--- config.mk ---
export PLATFORM = sky130hd
export DESIGN_NAME = rh_sensor_link
export DESIGN_NICKNAME = d
export VERILOG_FILES = /design/src/verilog/rh_link_pkg.sv /design/src/verilog/rh_meas_fifo.sv /design/src/verilog/rh_sensor_link.sv
export SDC_FILE = /design/constraint.sdc
export NUM_CORES = 1
export LEC_CHECK = 0
export BUFFER_PORTS_ARGS = -buffer_cell sky130_fd_sc_hd__buf_2
export CAP_MARGIN = 20
export CORE_MARGIN = 1.5
export CORE_UTILIZATION = 55
export DETAILED_ROUTE_END_ITERATION = 16
export MAX_ROUTING_LAYER = met4
export PLACE_DENSITY = 0.72
export SLEW_MARGIN = 5
export SYNTH_ARGS = -nofsm -noshare
export SYNTH_HDL_FRONTEND = slang
export SYNTH_SLANG_ARGS = --single-unit
--- constraint.sdc ---
create_clock -name clk_sys_i -period 11.5 [get_ports clk_sys_i]
set_clock_uncertainty 0.05 [all_clocks]
set_input_delay 1.725 -clock clk_sys_i [delete_from_list [all_inputs] [get_ports clk_sys_i]]
set_output_delay 1.725 -clock clk_sys_i [all_outputs]
set_load 0.02 [all_outputs]
--- src/verilog/rh_link_pkg.sv ---
// Package with timing constants and field layout for the single-wire sensor link.
// Summary of operation
// - Sensor answers with 80 us low.
// - Then sensor holds line high 80 us.
// - Sensor sends exactly 40 bits back to back.
// - Zero bit: 50 us low, 26 us high.
// - One bit: 50 us low, 70 us high.
// - Final 50 us low, then release line.
// - After transfer, measure, store, then sleep; the link pulses meas_req_o and sleeps, loading held_ff only while asleep.
// - Sleeping sensor stays passive until wake-up low.
// - Bytes MSB first: humidity, temperature, check byte.
// - Check byte is sum of four bytes.
// - Temperature bit 15 is sign, rest magnitude.
package rh_link_pkg;
    localparam int CLK_MHZ = 200;
    localparam int T_WAKE_MIN_US = 800;
    localparam int T_RESP_LOW_US = 80;
    localparam int T_RESP_HIGH_US = 80;
    localparam int T_BIT_LOW_US = 50;
    localparam int T_HIGH0_US = 26;
    localparam int T_HIGH1_US = 70;
    localparam int T_END_LOW_US = 50;
    localparam int T_GO_US = 30;
    localparam int CYC_WAKE_MIN = T_WAKE_MIN_US * CLK_MHZ;
    localparam int CYC_RESP_LOW = T_RESP_LOW_US * CLK_MHZ;
    localparam int CYC_RESP_HIGH = T_RESP_HIGH_US * CLK_MHZ;
    localparam int CYC_BIT_LOW = T_BIT_LOW_US * CLK_MHZ;
    localparam int CYC_HIGH0 = T_HIGH0_US * CLK_MHZ;
    localparam int CYC_HIGH1 = T_HIGH1_US * CLK_MHZ;
    localparam int CYC_END_LOW = T_END_LOW_US * CLK_MHZ;
    localparam int CYC_GO = T_GO_US * CLK_MHZ;
    localparam int FRAME_BITS = 40;
    localparam int TEMP_SIGN_POS = 15;
    localparam int MEAS_W = 32;
    localparam int CNT_W = 18;
    localparam logic [MEAS_W-1:0] MEAS_RST = 32'h0000_0000;
endpackage

--- src/verilog/rh_meas_fifo.sv ---
// Small flip-flop FIFO holding measurement words on their way to the link.
`timescale 1ns/1ps
module rh_meas_fifo #(
    parameter int WIDTH = 32,
    parameter int DEPTH = 8
) (
    input wire logic clk_sys_i,
    input wire logic reset_n_i,
    input wire logic in_valid_i,
    output logic in_ready_o,
    input wire logic [WIDTH-1:0] in_data_i,
    output logic out_valid_o,
    input wire logic out_ready_i,
    output logic [WIDTH-1:0] out_data_o
);
    localparam int AW = $clog2(DEPTH);
    logic [WIDTH-1:0] mem_ff [DEPTH];
    logic [AW-1:0] wr_ff;
    logic [AW-1:0] rd_ff;
    logic [AW:0] cnt_ff;
    logic push;
    logic pop;

    assign in_ready_o = (cnt_ff != (AW+1)'(DEPTH));
    assign out_valid_o = (cnt_ff != '0);
    assign out_data_o = mem_ff[rd_ff];
    assign push = in_valid_i && in_ready_o;
    assign pop = out_valid_o && out_ready_i;

    always_ff @(posedge clk_sys_i) begin
        if (push) begin
            mem_ff[wr_ff] <= in_data_i;
        end
    end

    always_ff @(posedge clk_sys_i or negedge reset_n_i) begin
        if (!reset_n_i) begin
            wr_ff <= '0;
            rd_ff <= '0;
            cnt_ff <= '0;
        end else begin
            if (push) begin
                wr_ff <= (wr_ff == AW'(DEPTH-1)) ? '0 : wr_ff + 1'b1;
            end
            if (pop) begin
                rd_ff <= (rd_ff == AW'(DEPTH-1)) ? '0 : rd_ff + 1'b1;
            end
            cnt_ff <= cnt_ff + (AW+1)'(push) - (AW+1)'(pop);
        end
    end
endmodule

--- src/verilog/rh_sensor_link.sv ---
// Sensor side of the single-wire read transaction with measurement buffering.
`timescale 1ns/1ps
module rh_sensor_link #(
    parameter int DEPTH = 8,
    parameter int CYC_PER_US = rh_link_pkg::CLK_MHZ
) (
    input wire logic clk_sys_i,
    input wire logic reset_n_i,
    input wire logic sda_i,
    output logic sda_o,
    output logic sda_oe_o,
    input wire logic meas_valid_i,
    output logic meas_ready_o,
    input wire logic [15:0] meas_hum_i,
    input wire logic meas_temp_neg_i,
    input wire logic [14:0] meas_temp_mag_i,
    output logic meas_req_o,
    output logic busy_o
);
    import rh_link_pkg::*;

    // Cycle counts follow the clock rate; CNT_W must still hold the wake-up count.
    localparam int L_WAKE = T_WAKE_MIN_US * CYC_PER_US;
    localparam int L_GO = T_GO_US * CYC_PER_US;
    localparam int L_RESP_LOW = T_RESP_LOW_US * CYC_PER_US;
    localparam int L_RESP_HIGH = T_RESP_HIGH_US * CYC_PER_US;
    localparam int L_BIT_LOW = T_BIT_LOW_US * CYC_PER_US;
    localparam int L_HIGH0 = T_HIGH0_US * CYC_PER_US;
    localparam int L_HIGH1 = T_HIGH1_US * CYC_PER_US;
    localparam int L_END_LOW = T_END_LOW_US * CYC_PER_US;

    // ****************************************
    // Functions
    // ****************************************
    function automatic logic [7:0] check_sum(input logic [MEAS_W-1:0] m);
        check_sum = m[31:24] + m[23:16] + m[15:8] + m[7:0];
    endfunction

    // ****************************************
    // Pin synchroniser
    // ****************************************
    logic sync1_ff;
    logic sync2_ff;
    logic sync3_ff;
    logic line_ff;
    always_ff @(posedge clk_sys_i or negedge reset_n_i) begin
        if (!reset_n_i) begin
            sync1_ff <= 1'b1;
            sync2_ff <= 1'b1;
            sync3_ff <= 1'b1;
            line_ff <= 1'b1;
        end else begin
            sync1_ff <= sda_i;
            sync2_ff <= sync1_ff;
            sync3_ff <= sync2_ff;
            if (sync2_ff == sync3_ff) begin
                line_ff <= sync3_ff;
            end
        end
    end

    // ****************************************
    // Measurement buffer
    // ****************************************
    logic fifo_valid;
    logic fifo_pop;
    logic [MEAS_W-1:0] fifo_data;
    logic [MEAS_W-1:0] fifo_in;
    // Sign in bit 15, magnitude below it.
    assign fifo_in = {meas_hum_i, meas_temp_neg_i, meas_temp_mag_i};

    rh_meas_fifo #(.WIDTH(MEAS_W), .DEPTH(DEPTH)) u_fifo (
        .clk_sys_i(clk_sys_i),
        .reset_n_i(reset_n_i),
        .in_valid_i(meas_valid_i),
        .in_ready_o(meas_ready_o),
        .in_data_i(fifo_in),
        .out_valid_o(fifo_valid),
        .out_ready_i(fifo_pop),
        .out_data_o(fifo_data)
    );

    // ****************************************
    // Link sequencer
    // ****************************************
    typedef enum logic [3:0] {
        ST_SLEEP, ST_WAKE, ST_GO, ST_RLOW, ST_RHIGH, ST_BLOW, ST_BHIGH, ST_ELOW, ST_MEAS
    } state_t;

    state_t state_ff;
    logic [CNT_W-1:0] cnt_ff;
    logic [5:0] bit_ff;
    logic [39:0] shift_ff;
    logic [MEAS_W-1:0] held_ff;
    logic drive_low_ff;
    logic req_ff;
    logic cnt_done;
    logic [CNT_W-1:0] high_len;

    assign high_len = shift_ff[39] ? CNT_W'(L_HIGH1) : CNT_W'(L_HIGH0);
    assign cnt_done = (cnt_ff == '0);
    // Only the last stored measurement is held; reads return the previous result.
    assign fifo_pop = fifo_valid && (state_ff == ST_SLEEP);

    always_ff @(posedge clk_sys_i or negedge reset_n_i) begin
        if (!reset_n_i) begin
            held_ff <= MEAS_RST;
        end else if (fifo_pop) begin
            held_ff <= fifo_data;
        end
    end

    always_ff @(posedge clk_sys_i or negedge reset_n_i) begin
        if (!reset_n_i) begin
            state_ff <= ST_SLEEP;
            cnt_ff <= '0;
            bit_ff <= '0;
            shift_ff <= '0;
        end else begin
            if (!cnt_done) begin
                cnt_ff <= cnt_ff - 1'b1;
            end
            unique case (state_ff)
                ST_SLEEP: begin
                    // Passive until a low appears on the line.
                    if (!line_ff) begin
                        state_ff <= ST_WAKE;
                        // Loaded one short so a low of exactly the minimum is accepted.
                        cnt_ff <= CNT_W'(L_WAKE - 1);
                    end
                end
                ST_WAKE: begin
                    // A short glitch returns to sleep instead of answering.
                    if (line_ff) begin
                        state_ff <= cnt_done ? ST_GO : ST_SLEEP;
                        cnt_ff <= CNT_W'(L_GO);
                    end
                end
                ST_GO: begin
                    if (cnt_done) begin
                        state_ff <= ST_RLOW;
                        cnt_ff <= CNT_W'(L_RESP_LOW);
                        shift_ff <= {held_ff, check_sum(held_ff)};
                    end
                end
                ST_RLOW: begin
                    if (cnt_done) begin
                        state_ff <= ST_RHIGH;
                        cnt_ff <= CNT_W'(L_RESP_HIGH);
                    end
                end
                ST_RHIGH: begin
                    if (cnt_done) begin
                        state_ff <= ST_BLOW;
                        cnt_ff <= CNT_W'(L_BIT_LOW);
                        bit_ff <= '0;
                    end
                end
                ST_BLOW: begin
                    if (cnt_done) begin
                        state_ff <= ST_BHIGH;
                        cnt_ff <= high_len;
                    end
                end
                ST_BHIGH: begin
                    if (cnt_done) begin
                        shift_ff <= {shift_ff[38:0], 1'b0};
                        bit_ff <= bit_ff + 1'b1;
                        cnt_ff <= CNT_W'(L_BIT_LOW);
                        // Exactly forty bits, then the closing low.
                        state_ff <= (bit_ff == 6'(FRAME_BITS-1)) ? ST_ELOW : ST_BLOW;
                        if (bit_ff == 6'(FRAME_BITS-1)) begin
                            cnt_ff <= CNT_W'(L_END_LOW);
                        end
                    end
                end
                ST_ELOW: begin
                    if (cnt_done) begin
                        state_ff <= ST_MEAS;
                    end
                end
                ST_MEAS: begin
                    // Wait for the released line to float high before sleeping.
                    if (line_ff) begin
                        state_ff <= ST_SLEEP;
                    end
                end
                default: begin
                    state_ff <= ST_SLEEP;
                end
            endcase
        end
    end

    always_ff @(posedge clk_sys_i or negedge reset_n_i) begin
        if (!reset_n_i) begin
            drive_low_ff <= 1'b0;
            req_ff <= 1'b0;
        end else begin
            drive_low_ff <= (state_ff == ST_RLOW) || (state_ff == ST_BLOW)
                || (state_ff == ST_ELOW);
            // Ask for a new measurement only once the closing low has been let go.
            req_ff <= (state_ff == ST_MEAS) && drive_low_ff;
        end
    end

    // Open drain: high is never driven, the pull-up supplies it.
    assign sda_o = 1'b0;
    assign sda_oe_o = drive_low_ff;
    assign meas_req_o = req_ff;
    assign busy_o = (state_ff != ST_SLEEP);
endmodule

# Word-level counts from Yosys, hierarchy flattened
# Memory sizes are Yosys's and may differ from the RTL's. A register that Yosys moved wholly into a read port is not among the register bits.
# Cells that the tools add are included.
# W data, S select, Z words.
# classes
addsub,9
multipliers,0
div_mod_pow,0
order_cmp,0
eq_ne,22
n_shift,0
mux,30
n_bitwise,0
reduce_logical,18
# ops
operator,count
$mux W18,6
$pmux W18 S5,1
$mux W40,2
$pmux W40 S2,1
$mux W4,9
$pmux W4 S9,1
$add A8 B8 Y8,3
$logic_not A18 Y1,1
$ne A2 B2 Y1 const B,9
$sub A18 B1 Y18 const B,1
$eq A4 B3 Y1 const B,4
$mux W14,1
$mux W6,2
$pmux W6 S2,1
$reduce_and A9 Y1,1
$eq A4 B2 Y1 const B,2
$reduce_bool A4 Y1,2
$add A3 B1 Y3 const B,2
$add A6 B1 Y6 const B,1
$eq A3 B3 Y1 const B,2
$eq A6 B6 Y1 const B,1
$mux W3,2
$reduce_and A3 Y1,2
$add A4 B1 Y4,1
13 further kinds,21
# word_totals
reg_bits,84
latch_bits,0
ram_bits,256
rom_bits,0
output_inout_bits,5
wordCells,93
memories,1
# memory_table
name,words,word_bits,read_ports,rd_ports_with_merged_regs,wr,line_no,text
u_fifo.mem_ff,8,32,1,1,1,rh_meas_fifo.sv:17,logic [WIDTH-1:0] mem_ff [DEPTH];

# Depth between registers and ports, before layout
# Gate-level depths: netlist of the first run.
# depth
ltp_word,5
ltp_mapped,12

# By module
# Synthesis of the first run repeated with hierarchy kept, for this count alone.
# hier_totals
hier_cells,1049
hier_area_um2,15886.5
# modules_own_cells
module,instances,cells_per_inst,area_each_um2,seq_area_each_um2
rh_meas_fifo,1,426,10223.6,7937.6
rh_sensor_link,1,623,5662.9,2657.5

# Worst setup path after synthesis of the first run
# Ideal clock, no wire load.
# synth_path
path_kind,input port to flip-flop
from,input port meas_valid_i
to,memory u_fifo.mem_ff[0][0] (enable)
setup_ns,0.502
arrival_time_ns,4.975
t_required_ns,10.948
slack_ns,5.974
cell_stages,2
n_path_buf,0
path_cell_list,nand2_1 > nor4_1
# synth_between
elab_chain_cells,3
# synth_lines
element,line_no,text
start: declaration,rh_sensor_link.sv:12,"input wire logic meas_valid_i,"
$logic_and A1 B1 Y1,rh_meas_fifo.sv:27,assign push = in_valid_i && in_ready_o;
$mux W1,rh_meas_fifo.sv:31,if (push) begin
$mux W1 (not written as such),rh_meas_fifo.sv:32,mem_ff[wr_ff] <= in_data_i;
end: declaration,rh_meas_fifo.sv:17,
# Every way passes these cells.

# Worst setup path in the final report of the first run
# layout_path
from,register state_ff[3]
to,output port busy_o
# layout_between
elab_chain_cells,1
# layout_lines
element,line_no,text
start: declaration,rh_sensor_link.sv:90,state_t state_ff;
start signal: assignment,rh_sensor_link.sv:135,state_ff <= cnt_done ? ST_GO : ST_SLEEP;
start signal: assignment,rh_sensor_link.sv:171,state_ff <= (bit_ff == 6'(FRAME_BITS-1)) ? ST_ELOW : ST_BLOW;
$reduce_bool A4 Y1,rh_sensor_link.sv:211,assign busy_o = (state_ff != ST_SLEEP);
end: declaration,rh_sensor_link.sv:18,output logic busy_o
# Every way passes these cells.

==> results of run 1 <==
-- worst max-delay path by stage --
stage | start | to | cells past startpoint
6_report | state_ff[3]$_DFFE_PN0P_ | busy_o | 3
5_1_grt | state_ff[2]$_DFFE_PN0P_ | busy_o | 3
4_1_cts | state_ff[3]$_DFFE_PN0P_ | busy_o | 3
3_5_place_dp | meas_valid_i | u_fifo.mem_ff[3][20]$_DFFE_PP_ | 3
3_3_place_gp | meas_valid_i | u_fifo.mem_ff[3][20]$_DFFE_PP_ | 3
2_1_floorplan | meas_valid_i | u_fifo.mem_ff[0][0]$_DFFE_PP_ | 2
-- cell families (layout without fill, tap and decap cells) --
logic type,after synthesis,count (layout),synth area share
DFF,372,372,0.6715
muxes,141,141,0.1406
other,1,2,0.0002377
adders and majority gates,36,36,0.03553
and+or+nand+nor,196,196,0.05916
buffers and inverters,102,175,0.02522
xor gates and xnor gates,21,21,0.01166
AOI/OAI and AO/OA,151,151,0.05607
-- registers in the layout, indices dropped and copies added (netlist names) --
name           flops
line_ff            1
shift_ff          40
sda_oe_o           1
sync2_ff           1
u_fifo.mem_ff    256
bit_ff             6
u_fifo.wr_ff       3
sync3_ff           1
state_ff           4
u_fifo.cnt_ff      4
cnt_ff            18
sync1_ff           1
meas_req_o         1
held_ff           32
u_fifo.rd_ff       3
-- power by group through the flow --
stage / sequential (W) / clock, W / combinational [W]
after floorplan: 0.00178 / 0 / 0.00131
final: 0.00184 / 0.00127 / 0.00166
after detailed placement: 0.00189 / 0 / 0.00162
after global routing: 0.00187 / 0.00135 / 0.00184
after global placement: 0.00188 / 0 / 0.00159
after CTS: 0.00187 / 0.00130 / 0.00163
-- metrics by stage --
stage / power [W] / instance area, µm² / utilization / setup WS (ns)
floorplan: 0.003086 / 15780 / - / 5.974
global placement: 0.003471 / 16400 / 0.5854 / 7.938
detailed placement: 0.003515 / 16400 / 0.5854 / 7.897
CTS: 0.004804 / 17730 / 0.6328 / 7.833
global route: 0.005057 / 17840 / 0.6370 / 7.712
finish: 0.004767 / 17840 / 0.6370 / 7.833
-- per-layer routing --
metal,GRT usage,vias to the layer above,routed length (µm),part of all wire
met5,-,-,0,0
met4,0.05217,0,577,0.019
met3,0.03273,46,1252,0.042
met2,0.3403,163,14330,0.48
met1,0.2993,4310,13460,0.45
li1,-,3946,-,-
-- critical path, stage by stage, from the launching register on --
cell and delay (ns):
dfrtp_1 0.77, nor2_1 0.19, nand2_1 0.21, buf_2 0.20
-- cell usage after synthesis, drive strengths merged (4+ instances only) --
library cell  number  area, µm²
nand3              7      35.03
ha                20      250.2
nor2              60      232.7
xor2               6      52.55
inv               48      180.2
o21ai             57      285.3
mux4              64       1441
nor3              16      80.08
or4                4      33.78
buf               17      78.82
a21o               8      60.06
nand2b             7      43.79
o31ai              4      30.03
fa                15      300.3
dfstp              4      105.1
mux2i             72      720.7
edfxtp           256       7687
dfrtp            112       2803
clkbuf            37      138.9
a211oi             4      30.03
or2                6      37.54
mux2               5      56.30
or3                5      31.28
nor4b              4      35.03
nand4              7      43.79
a22o               4      35.03
a21oi             52      260.3
xnor2             15      131.4
nor4               6      37.54
nand2             61      229.0
-- cell type report --
type,instances,share of cell area
tap,378,0.02651
timing repair buffer,56,0.02258
clock inverter,23,0.01557
multi-input combinational,546,0.2721
antenna,1,0.0001402
clock buffer,48,0.05883
inverter,48,0.01010
sequential,372,0.5941
==> impl_results.md, run 1 <==
- Outcome: complete, no violations
- CTS tree: built
- I/O Buffers: 39
- CTS resizes: 0
- Final setup fails: 0
- Post-route clock period utilization: 0.3189
- Multi-input logic area: slightly below 5000 µm²
- Hold_ws: between 0.3 and 0.4 ns
- Sw Ratio: 0.3228
- Post-synth cell types: 61
- Most common cell after layout, fill and taps aside: edfxtp_1
- P_sw: 0.001539 W
- Mapped Nets: 1091
- Final min period: 3.667 ns
- Largest net degree at the start of global routing: 84
- Mapped Avg Cell Area: 15.47 µm²
- Cts hold-fix bufs: 0
- I/O Pins: between 40 and 50
- # rows: between 60 and 70
- Yosys warns: 0
- Cells after synthesis: 1020
- Final ANT Viol Nets: 0
- Share of cells above drive strength 1: 0.1958
- Clock Tree Root: clkbuf_16
- Highest clock rate: 272.7 MHz
- Final Non-Filler Cells: approximately 1.5k
- Max-slew violations: 0
- Die extent in y: 172.4 µm
- Maximum VDD drop: 0.1644 mV
- H-tree levels: 2
- Ys async rst share: 0.3118
- First-pass GRT wire length: between 40000 and 50000 µm
- Layout area overhead: 13.09%
- FF-to-FF End: shift_ff[7]$_DFFE_PN0P_
- Register bit count reported by yosys: approximately 370
- Placed cells: 1395
- Power Density: approximately 270 nW/µm²
- Tot GR Track Use: 0.2156
- Post-Route WL: 29630 µm
- Overflow after GRT: 0
- Register area share after synthesis: 0.6715
- Main synth FF type: edfxtp_1
- Hold Crit Start: sync1_ff$_DFF_PN1_
- Cells on Worst Hold Path: 0
- Number of vias per cell: about 5.8
- Post-CTS setup buffer count: 0
- Commonest cells after routing, fill and taps aside: 256 x edfxtp_1, 109 x dfrtp_1, 72 x mux2i_1
- Starting Density: 0.5633
- Post-DP HPWL: 17580 µm
- DRT iter0 DRCs: 566
- DRT Pass-1 Iters: 5
- Routability congestion estimate: between 0.8 and 0.9
- Power Internal: ~0.0032 W
- CP arrival: 1.89 ns
- CTS sink count: 372
- Req. time, crit path: 9.73 ns
- Leakage: 6.522 nW
- Total CTS buffers: 39
- CP Capture Type: primary output
- Fillers: 2030
- Crit start category: flip-flop
- Critical path type: flip-flop to primary output
- Relative slew slack: 0.3112
- Vias post-DR: 8465
- WL/cell: 20.13 µm
- Setup tns final: 0 ns
- RSZ-0062 raised after global routing: false
- Vias in the first global route: roughly 8.5k
- DRC errors left: 0
- Combinational share of power: 0.347
- Post-synth design cell area: 15780 µm²
- Core outline area: 28010 µm²
- Post-synth EDFFs: 256
- Reg2reg start: held_ff[1]$_DFFE_PN0P_
- Clock transition at path regs: 0.06 ns
- Hold Path End: sync2_ff$_DFF_PN1_
- Reg2Reg Depth: 11
- Critical Path Fanout Max: 23
- Die ar.: 29710 µm²
- Initial antenna violation count: 2
- Chip width: 172.4 µm
- Max-cap violation count: 0
- Tightest Hold Check Type: flip-flop to flip-flop
- Clk_lat worst skew: approximately 0.53 ns
- Sequential share of power: 0.385
- FF-to-FF setup slack: 8.32 ns
- Clock power share: 0.267
- Clk buf depth: 3
- Layout net count: between 1k and 1.5k
- Worst slew pin tran: 1.024 ns
- Sequential standard cell area: 10600 µm²
- Fin. Hold Viols: 0
(Power assumes the default switching activity.)
==> run 2, diff against run 1 <==
--- a/config.mk
+++ b/config.mk
@@ -11,7 +11,7 @@
 export CORE_UTILIZATION = 55
 export DETAILED_ROUTE_END_ITERATION = 16
 export MAX_ROUTING_LAYER = met4
-export PLACE_DENSITY = 0.72
+export PLACE_DENSITY = 0.74
 export SLEW_MARGIN = 5
 export SYNTH_ARGS = -nofsm -noshare
 export SYNTH_HDL_FRONTEND = slang
==> constraint.sdc (replaced) <==
create_clock -name clk_sys_i -period 3 [get_ports clk_sys_i]
set_clock_uncertainty 0.05 [all_clocks]
set_input_delay 0.45 -clock clk_sys_i [delete_from_list [all_inputs] [get_ports clk_sys_i]]
set_output_delay 0.45 -clock clk_sys_i [all_outputs]
set_load 0.02 [all_outputs]
==> impl_results.md, run 2 (synthesized netlist as in run 1, its figures left out) <==
- WL/cell: 20.39 µm (+1.3%)
- Final min period: 2.904 ns
- Clock Tree Root: clkbuf_16
- Core outline area: 28010 µm² (unchanged)
- Clock transition at path regs: 0.06 ns (about the same)
- Critical Path Start: held_ff[1]$_DFFE_PN0P_
- First-pass GRT wire length: 48180 µm (+2.8%)
- Total CTS buffers: 39 (unchanged)
- Tot GR Track Use: 0.2241 (+0.008499)
- Tightest Hold Check Type: primary input to flip-flop
- Chip width: 172.4 µm (unchanged)
- CP Capture Point: shift_ff[7]$_DFFE_PN0P_
- DRT Pass-1 Iters: 5 (unchanged)
- DRC errors left: 0 (unchanged)
- Biggest register: u_fifo.mem_ff
- Setup tns final: 0 ns (unchanged)
- Relative slew slack: 0.4406 (+0.1294)
- Largest net degree at the start of global routing: 79 (-6.0%)
- Post-Route WL: 30550 µm (+3.1%)
- Die extent in y: 172.4 µm (unchanged)
- CTS sink count: 372 (unchanged)
- Share of cells above drive strength 1: 0.2143 (+0.01849)
- H-tree levels: 2 (unchanged)
- Vias in the first global route: 8689 (+1.7%)
- Post-layout util: 0.6432 (+0.006165)
- Placed cells: 1420 (+1.8%)
- FF-to-FF End: shift_ff[7]$_DFFE_PN0P_
- Vias post-DR: 8576 (+1.3%)
- FF-to-FF setup slack: 0.1 ns (-8.22 ns)
- Power Density: 1033 nW/µm² (+290%)
- Leakage: 6.611 nW (+1.4%)
- Worst slew pin tran: 0.8314 ns (-0.1923 ns)
- Max-slew violations: 0 (unchanged)
- # rows: 61 (unchanged)
- Largest register FFs: 256 (unchanged)
- Starting Density: 0.5633 (unchanged)
- Outcome: complete, no violations
- Number of vias per cell: 5.725 (-0.45%)
- CP arrival: 3.26 ns (+1.37 ns)
- Critical Path Fanout Max: 2 (-91%)
- Final ANT Viol Nets: 0 (unchanged)
- Crit start category: flip-flop
- Req. time, crit path: 3.36 ns (-6.37 ns)
- I/O Pins: 41 (unchanged)
- Post-route clock period utilization: 0.9679
- Commonest cells after routing, fill and taps aside: 256 x edfxtp_1, 109 x dfrtp_1, 72 x mux2i_1
- Layout net count: 1161 (+2.4%)
- Post-DP HPWL: 17630 µm (+0.27%)
- Reg2reg start: held_ff[1]$_DFFE_PN0P_
- CP Capture Type: flip-flop
- CTS tree: built
- Top flop regs: u_fifo.mem_ff x256, shift_ff x40, held_ff x32
- Reg2Reg Depth: 11 (unchanged)
- Layout area overhead: 14.19%
- Critical path type: flip-flop to flip-flop
- DRT iter0 DRCs: 542 (-4.2%)
- Max-cap violation count: 0 (unchanged)
- Maximum VDD drop: 0.8100 mV (+390%)
- Highest clock rate: ~340 MHz
- Final setup fails: 0 (unchanged)
- Overflow after GRT: 0 (unchanged)
- Die ar.: 29710 µm² (unchanged)
- Final Non-Filler Cells: 1498 (+1.8%)
- Hold_ws: 0.1312 ns (-0.1813 ns)
- Routability congestion estimate: 0.8269 (-5.1%)
- Clk buf depth: 3 (unchanged)
- Fin. Hold Viols: 0 (unchanged)
- I/O Buffers: 39 (unchanged)
- Ant. Diodes: 0 (-1)
- Fillers: 1971 (-2.9%)
- Clk_lat worst skew: 0.53 ns (about the same)
- Most common cell after layout, fill and taps aside: edfxtp_1
- Initial antenna violation count: 0 (-2)
- RSZ-0062 raised after global routing: true
-- run 2: cell types whose count changed in the layout (fill, tap and decap cells not counted), sizes merged --
cell,previous run,this run
buf,56,81
dlygate4sd3,0,2
clkinvlp,0,2
clkbuf,48,55
bufinv,5,2
inv,49,50
clkinv,17,10
diode,1,0
-- run 2: metrics by stage --
stage | total power, W | instance area, µm² | worst slack (ns)
6_report | 0.01862 | 18020 | 0.09638
5_1_grt | 0.01977 | 18020 | -0.04753
4_1_cts | 0.01868 | 18000 | 0.005675
3_5_place_dp | 0.01382 | 16710 | -0.08070
3_3_place_gp | 0.01355 | 16710 | -0.01311
2_1_floorplan | 0.01190 | 15800 | -0.7619
-- run 2: how the worst min path moves through the flow --
stage                       start                             end  depth (start not counted)
2_1_floorplan           reset_n_i           bit_ff[0]$_DFFE_PN0P_                          0
3_3_place_gp   sync1_ff$_DFF_PN1_              sync2_ff$_DFF_PN1_                          0
3_5_place_dp   sync1_ff$_DFF_PN1_              sync2_ff$_DFF_PN1_                          0
4_1_cts             meas_hum_i[1]  u_fifo.mem_ff[5][17]$_DFFE_PP_                          1
5_1_grt             meas_hum_i[1]  u_fifo.mem_ff[5][17]$_DFFE_PP_                          1
6_report       meas_temp_mag_i[4]   u_fifo.mem_ff[0][4]$_DFFE_PP_                          1
-- run 2: layout make-up --
cell class	instances	area (µm²)	share of cell area
Tap cell	378	473.0	0.02625
Multi-Input combinational cell	546	4893	0.2716
Clock inverter	16	148.9	0.008264
Sequential cell	372	10600	0.5884
Timing Repair Buffer	83	633.1	0.03514
Clock buffer	55	1086	0.06028
Inverter	48	180.2	0.01000
-- run 2: power by group --
| group | internal [W] | switching [W] |
|---|---|---|
| sequential | 0.00641 | 0.000553 |
| combinational | 0.00336 | 0.00366 |
| clock | 0.00271 | 0.00193 |
| total | 0.0125 | 0.00614 |
-- run 2: repair_timing --
item	CTS	global route
hold endpoints to repair	32	0
pin swaps	5	8
buffers inserted	3	2
hold buffers	2	0
resized for setup	3	3
setup endpoints to repair	1	2
gates cloned	0	0
-- run 2: critical path, stage by stage, from the launching register on --
cell and delay [ns]:
dfrtp_1 0.35, inv_2 0.04, fa_1 0.48, fa_1 0.50, inv_2 0.05, ha_4 0.16, fa_2 0.34, a21o_1 0.18
a311o_1 0.27, a21oi_2 0.13, xnor2_1 0.14, a21oi_1 0.09
-- run 2: per-layer routing --
layer,GRT usage,share of wire
met1,0.2982,0.44
met2,0.3659,0.50
met3,0.03227,0.037
met4,0.06125,0.022
met5,-,0
==> run 3, diff against run 2 <==
--- a/config.mk
+++ b/config.mk
@@ -10,9 +10,9 @@
 export CORE_MARGIN = 1.5
 export CORE_UTILIZATION = 55
 export DETAILED_ROUTE_END_ITERATION = 16
-export MAX_ROUTING_LAYER = met4
 export PLACE_DENSITY = 0.74
 export SLEW_MARGIN = 5
 export SYNTH_ARGS = -nofsm -noshare
 export SYNTH_HDL_FRONTEND = slang
+export SYNTH_HIERARCHICAL = 1
 export SYNTH_SLANG_ARGS = --single-unit
==> impl_results.md, run 3 <==
- Post-synth design cell area: 15890 µm² (+0.69%)
- Failing checks: negative hold slack
- Yosys warns: 6 (+6)
- Final min period: 2.926 ns (+0.02223 ns)
- DRT iter0 DRCs: 800 (+48%)
- # rows: 62 (+1.6%)
- Overflow after GRT: 0 (unchanged)
- Clk_lat worst skew: 0.52 ns (about the same)
- Critical Path Fanout Max: 2 (unchanged)
- Critical path type: flip-flop to flip-flop
- CP arrival: 3.28 ns (+0.02 ns)
- Highest clock rate: 341.8 MHz (-0.76%)
- Total CTS buffers: 39 (unchanged)
- Final setup fails: 0 (unchanged)
- Ys async rst share: 0.3118 (unchanged)
- Mapped Avg Cell Area: 15.14 µm² (-2.1%)
- Cells after synthesis: 1049 (+2.8%)
- Number of vias per cell: 5.882 (+2.8%)
- Register bit count reported by yosys: 372 (unchanged)
- Vias in the first global route: 9198 (+5.9%)
- Biggest register: u_fifo/mem_ff
- Final ANT Viol Nets: 0 (unchanged)
- Crit start category: flip-flop
- CP Capture Type: flip-flop
- First-pass GRT wire length: 50650 µm (+5.1%)
- Hold_ws: -0.02072 ns (-0.1519 ns)
- Clock transition at path regs: 0.06 ns (about the same)
- Post-DP HPWL: 18700 µm (+6.1%)
- Placed Area: 16830 µm² (+0.76%)
- Top post-synthesis cells by count: 256 x edfxtp_1, 112 x dfrtp_1, 81 x nor2_1
- Clock Tree Root: clkbuf_16
- Max-slew violations: 0 (unchanged)
- RSZ-0062 raised after global routing: true
- Synth top area share: 0.4839 (-0.003339)
- I/O Pins: 41 (unchanged)
- Outcome: finished with violations
- Worst slew pin tran: 0.8190 ns (-0.01246 ns)
- Die extent in y: 173.0 µm (+0.34%)
- I/O Buffers: 39 (unchanged)
- Post-route clock period utilization: 0.9753 (+0.007411)
- Most common cell after layout, fill and taps aside: edfxtp_1
- Power Density: 1019 nW/µm² (-1.4%)
- Vias post-DR: 9006 (+5.0%)
- DRC errors left: 0 (unchanged)
- Mapped Nets: 1121 (+2.7%)
- Post-synth top area cell: edfxtp_1
- Post-synth EDFFs: 256 (unchanged)
- Routability congestion estimate: 0.9057 (+9.5%)
- Register area share after synthesis: 0.6669 (-0.004601)
- Ant. Diodes: 0 (unchanged)
- Top post-synthesis cells by area: edfxtp_1 48%, dfrtp_1 18%, mux4_2 8.6%
- DRT Pass-1 Iters: 8 (+3)
- Largest register FFs: 256 (unchanged)
- Leakage: 6.682 nW (+1.1%)
- Req. time, crit path: 3.35 ns (about the same)
- WL/cell: 20.65 µm (+1.3%)
- Max-cap violation count: 0 (unchanged)
- Commonest cells after routing, fill and taps aside: 256 x edfxtp_1, 110 x dfrtp_1, 78 x nor2_1
- CTS tree: built
- Post-Route WL: 31620 µm (+3.5%)
- Largest net degree at the start of global routing: 65 (-18%)
- Clk buf depth: 3 (unchanged)
- Post-synth cell types: 63 (+3.3%)
- Initial antenna violation count: 1 (+1)
- Count leader, synth: edfxtp_1
- Tightest Hold Check Type: primary input to asynchronous set/reset pin
- CTS sink count: 372 (unchanged)
- Relative slew slack: 0.4540 (+0.01342)
- Share of cells above drive strength 1: 0.2380 (+0.02373)
- Chip width: 173.0 µm (+0.34%)
- Die ar.: 29910 µm² (+0.68%)
- Final non-filler cell area: 18120 µm² (+0.56%)
- Layout area overhead: 14.04%
- Core outline area: 28550 µm² (+1.9%)
- Maximum VDD drop: 0.7170 mV (-11%)
- Starting Density: 0.5565 (-0.006778)
- Main synth FF type: edfxtp_1
- Fin. Hold Viols: 47 (+47)
- Layout net count: 1189 (+2.4%)
- Tot GR Track Use: 0.2188 (-0.005309)
- Top flop regs: u_fifo/mem_ff x256, shift_ff x40, held_ff x32
- H-tree levels: 2 (unchanged)
[run 3: kinds of logic after synthesis]
group           after synthesis  share of synthesized area
simple gates                237                    0.06899
fa+ha+maj                    37                    0.03607
flops                       372                     0.6669
compound gates              159                    0.05962
xor+xnor                     19                    0.01047
buf+inv                     106                    0.02820
mux                         118                     0.1295
other cells                   1                  0.0002360
[run 3: final cells by class]
cell class,instances,area [µm²]
repair buffers,83,668.1
fillers,2067,10430
flip-flops and latches,372,10600
multi-input cells,571,4925
well taps,384,480.5
clock inverters,24,230.2
inverters,50,187.7
clock buffers,47,1026
[run 3: report_power, final]
part           internal, W  total, W  switching (W)
Combinational      0.00331   0.00681        0.00350
Sequential         0.00641   0.00693       0.000525
Clock              0.00279   0.00471        0.00192
Total               0.0125    0.0185        0.00594
[run 3: what timing repair did]
item / CTS / global route
hold buffers: 1 / 0
gates cloned: 0 / 0
resized for setup: 2 / 2
hold endpoints to repair: 1 / 0
endpoints found under the setup margin: 1 / 1
setup buffers: 1 / 1
pin swaps: 4 / 2
[run 3: worst paths after layout]
kind	start	endpoint	slack, ns	depth (start not counted)
worst max-delay path	held_ff[9]$_DFFE_PN0P_	shift_ff[7]$_DFFE_PN0P_	0.07	11
worst min register to register	sync1_ff$_DFF_PN1_	sync2_ff$_DFF_PN1_	0.31	0
max in group asynchronous	reset_n_i	shift_ff[28]$_DFFE_PN0P_	2.20	2
worst min-delay path	reset_n_i	bit_ff[4]$_DFFE_PN0P_	-0.02	1
worst max register to register	held_ff[9]$_DFFE_PN0P_	shift_ff[7]$_DFFE_PN0P_	0.07	11
min in group clk_sys_i	meas_temp_mag_i[11]	u_fifo/mem_ff[2][11]$_DFFE_PP_	0.13	1
[run 3: critical path: stages (launching register included)]
cell	delay, ns
dfrtp_1	0.39
inv_2	0.07
fa_1	0.43
fa_1	0.49
inv_1	0.04
ha_2	0.17
fa_2	0.34
a21o_1	0.17
a311o_1	0.29
a21oi_2	0.14
xnor2_1	0.12
o21ai_1	0.08
[run 3: per-layer routing]
metal  track usage  vias up  part of all wire
met5             0        -           0.00035
met4       0.06957        2             0.025
met3       0.03144       64             0.051
met2        0.3653      270              0.50
met1        0.3015     4588              0.43
li1              -     4082                 -
[run 3: stage by stage]
step	power, W	setup slack [ns]	TNS [ns]	std cells	utilization
after floorplan	0.01189	-0.8540	-93.19	1049	-
after CTS	0.01859	0.01103	0	1530	0.6343
final	0.01846	0.07414	0	1531	0.6346
after global placement	0.01354	-0.04840	-0.04840	1457	0.5897
after detailed placement	0.01372	-0.1252	-0.1252	1457	0.5897
after global routing	0.01960	-0.02362	-0.02362	1531	0.6346
